File: config.mk
export PLATFORM = sky130hd
export DESIGN_NAME = pep_bank
export DESIGN_NICKNAME = d
export VERILOG_FILES = /design/src/common/pep_pkg.sv /design/src/pep_bank.sv
export SDC_FILE = /design/constraint.sdc
export NUM_CORES = 1
export LEC_CHECK = 0
export ABC_AREA = 1
export BUFFER_PORTS_ARGS = -buffer_cell sky130_fd_sc_hd__buf_2
export CAP_MARGIN = 5
export CORE_ASPECT_RATIO = 2
export CORE_UTILIZATION = 50
export CTS_CLUSTER_DIAMETER = 100
export DETAILED_ROUTE_END_ITERATION = 12
export GPL_TIMING_DRIVEN = 1
export PLACE_DENSITY = 0.79
export RECOVER_POWER = 100
export SYNTH_ARGS = -nofsm -noshare
export SYNTH_HDL_FRONTEND = slang
export SYNTH_SLANG_ARGS = --single-unit
File: constraint.sdc
create_clock -name hclk -period 2.6 [get_ports hclk]
set_input_delay 0.13 -clock hclk [delete_from_list [all_inputs] [get_ports hclk]]
set_output_delay 0.13 -clock hclk [all_outputs]
set_load 0.01 [all_outputs]
File: src/common/pep_pkg.sv
// constants, field layouts and state type of the peripheral interrupt enable/priority bank
package pep_pkg;

	// register indices; byte address is four times the index
	localparam int IDX_W = 12;
	localparam logic [11:0] IDX_PRIO0 = 12'he1f;
	localparam logic [11:0] IDX_PRIO1 = 12'he20;
	localparam logic [11:0] IDX_PRIO2 = 12'he21;
	localparam logic [11:0] IDX_SERIAL = 12'he2d;
	localparam logic [11:0] IDX_TMATCH = 12'he2e;
	localparam logic [11:0] IDX_TGATE = 12'he2f;
	localparam logic [11:0] IDX_CAPCOMP = 12'he30;
	localparam logic [11:0] IDX_SYSTEM = 12'he31;
	localparam logic [11:0] IDX_MEASURE = 12'he32;
	localparam logic [11:0] IDX_STATUS = 12'he40;
	localparam logic [11:0] IDX_MASK = 12'he41;

	// enable groups, position in the enable array
	localparam int GRP_SERIAL = 0;
	localparam int GRP_TMATCH = 1;
	localparam int GRP_TGATE = 2;
	localparam int GRP_CAPCOMP = 3;
	localparam int GRP_SYSTEM = 4;
	localparam int GRP_MEASURE = 5;
	localparam int N_EN = 6;
	localparam int N_PRIO = 3;

	// per enable group: index, implemented bits, value after reset
	localparam logic [5:0][11:0] EN_IDX = {IDX_MEASURE, IDX_SYSTEM, IDX_CAPCOMP,
		IDX_TGATE, IDX_TMATCH, IDX_SERIAL};
	localparam logic [5:0][7:0] EN_MASK = {8'h3f, 8'he1, 8'h1f, 8'h0f, 8'hff, 8'h3f};
	localparam logic [5:0][7:0] EN_RST = {8'h00, 8'h00, 8'h00, 8'h00, 8'h00, 8'h00};

	// per priority register: index, implemented bits, value after reset
	localparam logic [2:0][11:0] PRIO_IDX = {IDX_PRIO2, IDX_PRIO1, IDX_PRIO0};
	localparam logic [2:0][7:0] PRIO_MASK = {8'hc7, 8'hc3, 8'h3f};
	localparam logic [2:0][7:0] PRIO_RST = {8'hc1, 8'hc3, 8'h3f};

	// event status bits
	localparam int ST_W = 3;
	localparam int ST_HI_RISE = 0;
	localparam int ST_LO_RISE = 1;
	localparam int ST_BLOCKED = 2;
	localparam logic [2:0] STATUS_RST = 3'h0;
	localparam logic [2:0] MASK_RST = 3'h0;

	// bus codes
	localparam logic [2:0] HSIZE_WORD = 3'h2;

	// whole state of the bank
	typedef struct packed {
		logic [5:0][7:0] en;        // enable registers
		logic [2:0][7:0] prio;      // priority registers
		logic [5:0][7:0] prev_flag; // flags one cycle ago
		logic wr_pend;              // write data phase pending
		logic [11:0] wr_idx;        // index of pending write
		logic [2:0] status;         // sticky event bits
		logic [2:0] mask;           // event mask
		logic req_hi;               // high level request
		logic req_lo;               // low level request
		logic [31:0] rdata;         // read data
	} pep_state_t;

	localparam pep_state_t STATE_RST = '{en: EN_RST, prio: PRIO_RST, prev_flag: '0,
		wr_pend: 1'b0, wr_idx: 12'h000, status: STATUS_RST, mask: MASK_RST,
		req_hi: 1'b0, req_lo: 1'b0, rdata: 32'h0000_0000};

endpackage

File: src/pep_bank.sv
// peripheral interrupt enable and priority bank with an ahb-lite register slave
`timescale 1ns/100ps

// Contract
// - enable one lets its source request
// - priority one routes high, zero routes low
// - all implemented enable bits clear on reset
// - listed priority bits set on reset
// - third priority register layout and reset mix
// - timer match enables bits 0..7, timers 1..8
// - timer gate enables at bits 0..3
// - capture/compare enables bits 0..4 only
// - scanner, checksum, nonvolatile, waveform enable layout
// - measurement timer enables at bits 5..0
// - serial receive/transmit enables, receive odd bit
// - first priority register layout
// - second priority register layout
// - peripheral flags latched, enables gate them
module pep_bank (
	input wire logic hclk, // system clock, 20 MHz
	input wire logic hresetn, // asynchronous reset, active low
	input wire logic hsel, // slave select
	input wire logic [31:0] haddr, // byte address
	input wire logic [1:0] htrans, // transfer type
	input wire logic hwrite, // write when high
	input wire logic [2:0] hsize, // transfer size
	input wire logic [31:0] hwdata, // write data
	input wire logic hready, // bus ready
	output logic hreadyout, // slave ready
	output logic hresp, // slave response
	output logic [31:0] hrdata, // read data
	input wire logic [5:0][7:0] periph_flag, // latched flags, one byte per enable group
	input wire logic [5:0][7:0] en_src_prio, // priorities of enable-group sources
	input wire logic [2:0][7:0] prio_src_req, // enabled requests of priority sources
	output logic irq_hi_req, // high priority request to the core
	output logic irq_lo_req, // low priority request to the core
	output logic irq // event interrupt
);

	////////////////////////////////////////////////////////////////////////////////
	// state and helper nets

	pep_pkg::pep_state_t s; // current state
	pep_pkg::pep_state_t next_s; // next state
	logic [5:0][7:0] en_pend; // flags passed by their enable
	logic [5:0][7:0] en_blk_rise; // new flags held back by a cleared enable
	logic [2:0][7:0] pr_hi; // priority sources routed high
	logic [2:0][7:0] pr_lo; // priority sources routed low
	logic hi_any; // something asks for the high level
	logic lo_any; // something asks for the low level
	logic xfer; // address phase taken this edge
	logic addr_ok; // address inside the decoded window
	logic [11:0] a_idx; // word index of the address phase

	////////////////////////////////////////////////////////////////////////////////
	// gating of flags and priority routing

	// per enable group gating
	genvar g;
	generate
		for (g = 0; g < pep_pkg::N_EN; g++) begin : g_en
			// only implemented bits pass
			assign en_pend[g] = periph_flag[g] & s.en[g] & pep_pkg::EN_MASK[g];
			// a flag that rises while its enable is clear
			assign en_blk_rise[g] = periph_flag[g] & ~s.prev_flag[g] & ~s.en[g]
				& pep_pkg::EN_MASK[g];
		end
		for (g = 0; g < pep_pkg::N_PRIO; g++) begin : g_pr
			// route by the priority bit
			assign pr_hi[g] = prio_src_req[g] & s.prio[g] & pep_pkg::PRIO_MASK[g];
			assign pr_lo[g] = prio_src_req[g] & ~s.prio[g] & pep_pkg::PRIO_MASK[g];
		end
	endgenerate

	// level selection per source
	assign hi_any = (|(en_pend & en_src_prio)) | (|pr_hi);
	assign lo_any = (|(en_pend & ~en_src_prio)) | (|pr_lo);

	// address decode
	assign xfer = hsel & hready & htrans[1];
	assign a_idx = haddr[13:2];
	assign addr_ok = (haddr[31:14] == 18'h00000) && (haddr[1:0] == 2'b00);

	////////////////////////////////////////////////////////////////////////////////
	// next state

	// one pass: write data phase, events, then address phase and read data
	always_comb begin
		next_s = s;
		next_s.prev_flag = periph_flag;
		// requests follow the gated sources one cycle later
		next_s.req_hi = hi_any;
		next_s.req_lo = lo_any;
		// write data phase: hwdata stands now
		if (s.wr_pend) begin
			for (int i = 0; i < pep_pkg::N_EN; i++) begin
				// unimplemented bits stay zero
				if (s.wr_idx == pep_pkg::EN_IDX[i]) begin
					next_s.en[i] = hwdata[7:0] & pep_pkg::EN_MASK[i];
				end
			end
			for (int i = 0; i < pep_pkg::N_PRIO; i++) begin
				if (s.wr_idx == pep_pkg::PRIO_IDX[i]) begin
					next_s.prio[i] = hwdata[7:0] & pep_pkg::PRIO_MASK[i];
				end
			end
			// write one to clear
			if (s.wr_idx == pep_pkg::IDX_STATUS) begin
				next_s.status = s.status & ~hwdata[2:0];
			end
			if (s.wr_idx == pep_pkg::IDX_MASK) begin
				next_s.mask = hwdata[2:0];
			end
		end
		// events set after the clear, so a set wins
		next_s.status[pep_pkg::ST_HI_RISE] = next_s.status[pep_pkg::ST_HI_RISE]
			| (hi_any & ~s.req_hi);
		next_s.status[pep_pkg::ST_LO_RISE] = next_s.status[pep_pkg::ST_LO_RISE]
			| (lo_any & ~s.req_lo);
		next_s.status[pep_pkg::ST_BLOCKED] = next_s.status[pep_pkg::ST_BLOCKED]
			| (|en_blk_rise);
		// address phase: only whole-word writes are stored
		next_s.wr_pend = xfer & hwrite & addr_ok & (hsize == pep_pkg::HSIZE_WORD);
		next_s.wr_idx = a_idx;
		// read data from the updated values, so a read right after a write sees it
		next_s.rdata = 32'h0000_0000;
		if (xfer && !hwrite && addr_ok) begin
			for (int i = 0; i < pep_pkg::N_EN; i++) begin
				if (a_idx == pep_pkg::EN_IDX[i]) begin
					next_s.rdata[7:0] = next_s.en[i];
				end
			end
			for (int i = 0; i < pep_pkg::N_PRIO; i++) begin
				if (a_idx == pep_pkg::PRIO_IDX[i]) begin
					next_s.rdata[7:0] = next_s.prio[i];
				end
			end
			if (a_idx == pep_pkg::IDX_STATUS) begin
				next_s.rdata[2:0] = next_s.status;
			end
			if (a_idx == pep_pkg::IDX_MASK) begin
				next_s.rdata[2:0] = next_s.mask;
			end
		end
	end

	////////////////////////////////////////////////////////////////////////////////
	// state register

	// reset loads enables cleared and priorities at their defaults
	always_ff @(posedge hclk or negedge hresetn) begin
		if (!hresetn) begin
			s <= pep_pkg::STATE_RST;
		end else begin
			s <= next_s;
		end
	end

	////////////////////////////////////////////////////////////////////////////////
	// outputs

	// zero wait states, always okay
	assign hreadyout = 1'b1;
	assign hresp = 1'b0;
	assign hrdata = s.rdata;
	assign irq_hi_req = s.req_hi;
	assign irq_lo_req = s.req_lo;
	// level interrupt while any unmasked event is pending
	assign irq = |(s.status & s.mask);

	////////////////////////////////////////////////////////////////////////////////
	// checks

	// an enabled low-priority flag raises the low line next cycle
	property p_en_pass;
		@(posedge hclk) disable iff (!hresetn)
		(|(periph_flag & s.en & ~en_src_prio)) |=> irq_lo_req;
	endproperty
	a_en_pass: assert property (p_en_pass) else $error("enabled flag gave no request");

	// with nothing enabled and nothing routed, both lines drop
	property p_quiet;
		@(posedge hclk) disable iff (!hresetn)
		((periph_flag & s.en) == '0) && (prio_src_req == '0) |=> !irq_hi_req && !irq_lo_req;
	endproperty
	a_quiet: assert property (p_quiet) else $error("request without enabled source");

	// a high priority source drives the high line
	property p_prio_hi;
		@(posedge hclk) disable iff (!hresetn)
		(|(prio_src_req & s.prio & pep_pkg::PRIO_MASK)) |=> irq_hi_req;
	endproperty
	a_prio_hi: assert property (p_prio_hi) else $error("high source not on high line");

	// a low priority source alone keeps the high line down
	property p_prio_lo;
		@(posedge hclk) disable iff (!hresetn)
		((prio_src_req & s.prio) == '0) && (en_pend == '0) && (|(prio_src_req
			& pep_pkg::PRIO_MASK)) |=> irq_lo_req && !irq_hi_req;
	endproperty
	a_prio_lo: assert property (p_prio_lo) else $error("low source misrouted");

	// after reset release enables are clear
	property p_rst_en;
		@(posedge hclk) disable iff (!hresetn)
		$rose(hresetn) |-> (s.en == '0);
	endproperty
	a_rst_en: assert property (p_rst_en) else $error("enables not cleared by reset");

	// after reset release the first two priority registers hold their defaults
	property p_rst_prio;
		@(posedge hclk) disable iff (!hresetn)
		$rose(hresetn) |-> (s.prio[0] == 8'h3f) && (s.prio[1] == 8'hc3);
	endproperty
	a_rst_prio: assert property (p_rst_prio) else $error("priority reset wrong");

	// third priority register: reset value and unused bits
	property p_prio2;
		@(posedge hclk) disable iff (!hresetn)
		($rose(hresetn) |-> s.prio[2] == 8'hc1) and (s.prio[2][5:3] == 3'h0);
	endproperty
	a_prio2: assert property (p_prio2) else $error("third priority register wrong");

	// a timer match write is stored whole
	property p_match_store;
		@(posedge hclk) disable iff (!hresetn)
		s.wr_pend && (s.wr_idx == pep_pkg::IDX_TMATCH)
			|=> s.en[pep_pkg::GRP_TMATCH] == $past(hwdata[7:0]);
	endproperty
	a_match_store: assert property (p_match_store) else $error("match write lost");

	// unimplemented enable bits never set
	property p_unused_en;
		@(posedge hclk) disable iff (!hresetn)
		(s.en[pep_pkg::GRP_TGATE][7:4] == 4'h0) && (s.en[pep_pkg::GRP_CAPCOMP][7:5] == 3'h0)
			&& (s.en[pep_pkg::GRP_SYSTEM][4:1] == 4'h0)
			&& (s.en[pep_pkg::GRP_MEASURE][7:6] == 2'h0)
			&& (s.en[pep_pkg::GRP_SERIAL][7:6] == 2'h0);
	endproperty
	a_unused_en: assert property (p_unused_en) else $error("unused enable bit set");

	// unimplemented bits of the first two priority registers never set
	property p_unused_prio;
		@(posedge hclk) disable iff (!hresetn)
		(s.prio[0][7:6] == 2'h0) && (s.prio[1][5:2] == 4'h0);
	endproperty
	a_unused_prio: assert property (p_unused_prio) else $error("unused priority bit set");

	// a held flag keeps its request while the enable stays
	property p_flag_hold;
		@(posedge hclk) disable iff (!hresetn)
		(|en_pend) ##1 (en_pend == $past(en_pend)) |-> (irq_hi_req || irq_lo_req);
	endproperty
	a_flag_hold: assert property (p_flag_hold) else $error("held flag lost request");

	// a rising request survives a clear in the same cycle
	property p_set_wins;
		@(posedge hclk) disable iff (!hresetn)
		hi_any && !s.req_hi |=> s.status[pep_pkg::ST_HI_RISE];
	endproperty
	a_set_wins: assert property (p_set_wins) else $error("event lost against clear");

	// main scenarios
	c_hi: cover property (@(posedge hclk) disable iff (!hresetn) $rose(irq_hi_req));
	c_lo: cover property (@(posedge hclk) disable iff (!hresetn) $rose(irq_lo_req));
	c_blocked: cover property (@(posedge hclk) disable iff (!hresetn)
		s.status[pep_pkg::ST_BLOCKED] && irq);
	c_clash: cover property (@(posedge hclk) disable iff (!hresetn)
		s.wr_pend && (s.wr_idx == pep_pkg::IDX_STATUS) && hi_any && !s.req_hi);

endmodule // pep_bank
==> flow_metrics.env <==
export IMPL_grt_max_degree=63
export IMPL_path_class="reg -> reg"
export IMPL_p_sw_mw=1.20
export IMPL_dp_hpwl_mm=16.6
export IMPL_overflow=0
export IMPL_power_frac_comb=0.083
export IMPL_ys_ff_latch=134
export IMPL_cp_slowest_cell="dfrtp_1"
export IMPL_final_common_cell="nand2_1"
export IMPL_area_growth_pct=26.2
export IMPL_cp_arrival_ns=2.73
export IMPL_diodes=0
export IMPL_ant_nets=0
export IMPL_io_buffers=140
export IMPL_num_vias=6881
export IMPL_leakagePower_nw=4.63
export IMPL_antenna_found_initial=0
export IMPL_cts_tree="built"
export IMPL_cts_max_level=4
export IMPL_nets=1287
export IMPL_synth_edff_count=0
export IMPL_numCtsBuffers=17
export IMPL_outcome="finished with violations"
export IMPL_synthMuxAreaShare=0
export IMPL_ys_flop_type="dfrtp_1"
export IMPL_cts_buffer_depth=2
export IMPL_initial_core_util=0.512
export IMPL_worst_slew_pin_slew_ns=1.55
export IMPL_fin_tns_setup_ns=0
export IMPL_syn_instance_count=886
export IMPL_die_y_um=170
export IMPL_wl_per_cell_um=16.8
export IMPL_synth_top_family_by_area="simple AND/OR/NAND/NOR gates"
export IMPL_firstDrtPassIters=8
export IMPL_fp_row_count=61
export IMPL_syn_area_um2=7070
export IMPL_avgSynthCellArea_um2=7.98
export IMPL_gp_congestion=0.988
export IMPL_layout_common_cells="182 x nand2_1, 151 x inv_1, 121 x dfrtp_1"
export IMPL_wirelength_mm=21.7
export IMPL_drc=0
export IMPL_clkLatencyLatePin_ns=0.44
export IMPL_synth_fa_ha_area_frac=0
export IMPL_dieArea_um2=14700
export IMPL_violations="capacitance limit, slew limit"
export IMPL_cts_clk_slew_worst_paths_ns=0.06
export IMPL_ys_seq_area_frac=0.476
export IMPL_power_mw=4.92
export IMPL_clock_root_buffer="clkbuf_16"
export IMPL_final_layout_size_suffix_gt1_frac=0.171
export IMPL_min_period_ns=2.45
export IMPL_io_pins=231
export IMPL_p_seq_frac=0.436
export IMPL_p_int_mw=3.72
export IMPL_max_stage_delay_ns=0.36
export IMPL_drtIter0Drc=477
export IMPL_dieWidth_um=86.1
export IMPL_max_cap_viol_count=1
export IMPL_path_common_cell="nand2_1"
export IMPL_cp_required_ns=2.88
export IMPL_viasPerCell=5.31
export IMPL_fin_crit_sh=0.944
export IMPL_synthSimpleGateAreaFrac=0.296
export IMPL_ir_drop_uv=474
export IMPL_yosys_area_share_xor_xnor=0
export IMPL_p_per_area_nw_per_um2=552
export IMPL_switching_share=0.244
export IMPL_maxSlewHeadroom=-0.0365
export IMPL_synthDistinctLibCells=44
export IMPL_final_max_slew_viol_count=63
export IMPL_hold_violations=0
export IMPL_path_delay_family="simple AND/OR/NAND/NOR gates"
export IMPL_async_reset_ff_frac=1.00
export IMPL_crit_fanout=12
export IMPL_grt_pass1_wl_mm=33.7
export IMPL_endpoint_kind="flip-flop"
export IMPL_ys_warnings_count=0
export IMPL_synth_compound_area_share=0.0982
export IMPL_clock_sinks=134
export IMPL_max_freq_mhz=408
export IMPL_path_cells="inv_1 > nand2_1 > nor2_4 > nand3_2 > nand2_1 > o21ai_1 > nand2_1 > nand2_1 > o21ai_0 > nand2_1 > nand2_1 > nand2_1 > nand2_1 > nand3_1 > nand2_1 > a21oi_1"
export IMPL_startpoint_type="flip-flop"
export IMPL_finalClockSkew_ns=0.0133
export IMPL_grt_pass1_vias=6886
export IMPL_clockPowerShare=0.481
export IMPL_setup_violations=0
export IMPL_min_path_type="in -> reg"
export IMPL_grt_usage=0.312
export IMPL_crit_buf_inv=1
export IMPL_rsz0062_at_grt="true"
export IMPL_core_area_um2=13800
## cells in the mapped netlist, types with 7 or more instances
cell type,number,area (µm²)
buf_4,35,263
nand2_1,182,683
dfstp_2,13,342
nor2_4,9,101
o22ai_1,8,50.1
nor2_1,46,173
inv_1,151,567
nor3b_1,7,52.6
nor3_1,34,170
nand3_1,75,375
and2_1,7,43.8
dfrtp_1,121,3030
inv_2,9,33.8
o21ai_0,44,220
nor4_1,14,87.6
nand4_1,23,144
a21oi_1,28,140
o21ai_1,17,85.1
## flip-flops by register name (all words and copies together) (netlist names)
name        flops
hrdata          8
irq_lo_req      1
irq_hi_req      1
s             124
## what timing repair did
action	CTS	global route
setup buffers	0	0
endpoints found under the hold margin	106	0
gates resized for setup	0	4
hold buffers	48	0
endpoints found under the setup margin	0	4
## power groups by stage
stage,registers (mW),logic [mW],clock network (mW)
after floorplan,2.18,0.161,0
after global placement,2.18,0.358,0
after detailed placement,2.18,0.363,0
after CTS,2.14,0.420,2.37
after global routing,2.15,0.451,2.47
final,2.14,0.410,2.37
## metrics by stage
stage	cell area, µm²	cells	utilization	setup slack (ns)	hold slack (ns)
floorplan	7160	910	-	0.833	-0.166
global placement	7940	1215	0.575	0.250	0.142
detailed placement	7940	1215	0.575	0.222	0.139
CTS	9000	1295	0.652	0.173	0.00453
global route	8930	1295	0.646	-0.0391	0.0102
finish	8930	1295	0.646	0.147	0.00390
## final timing paths
check,start,end,slack [ns],cells after the start
worst max-delay path,s[48],hrdata[1],0.15,16
worst min-delay path,hwdata[1],s[102],0.004,3
worst max register to register,s[48],hrdata[1],0.15,16
worst min register to register,s[114],s[114],0.46,2
max in group asynchronous,hresetn,s[42],0.42,3
min in group asynchronous,hresetn,s[94],0.59,2
## worst register-to-register path, stage by stage (launching register included)
cell and delay [ns]:
dfrtp_1 0.36, inv_1 0.05, nand2_1 0.13, nor2_4 0.28
nand3_2 0.28, nand2_1 0.13, o21ai_1 0.09, nand2_1 0.08
nand2_1 0.05, o21ai_0 0.31, nand2_1 0.10, nand2_1 0.08
nand2_1 0.05, nand2_1 0.08, nand3_1 0.06, nand2_1 0.06
a21oi_1 0.11
## metal layers
metal / up-vias / track usage / part of all wire
met4: 0 / 0.267 / 0.088
li1: 3260 / - / -
met1: 3159 / 0.299 / 0.32
met3: 114 / 0.0635 / 0.059
met5: - / 0 / 0
met2: 348 / 0.553 / 0.53
## cell families after synthesis
logic type | count (synthesis)
AND/OR/NAND/NOR | 427
buffers and inverters | 201
flip-flops | 134
other | 2
AO/OA/AOI/OAI | 122
## area by class of cell
| cell class | count | area (µm²) |
|---|---|---|
| inverters | 160 | 601 |
| repair buffers | 205 | 1240 |
| fillers | 1176 | 4890 |
| flip-flops and latches | 134 | 3370 |
| well taps | 189 | 236 |
| clock inverters | 11 | 129 |
| clock buffers | 21 | 450 |
| multi-input cells | 575 | 2900 |
No activity file was read; power rests on OpenSTA's default activity.
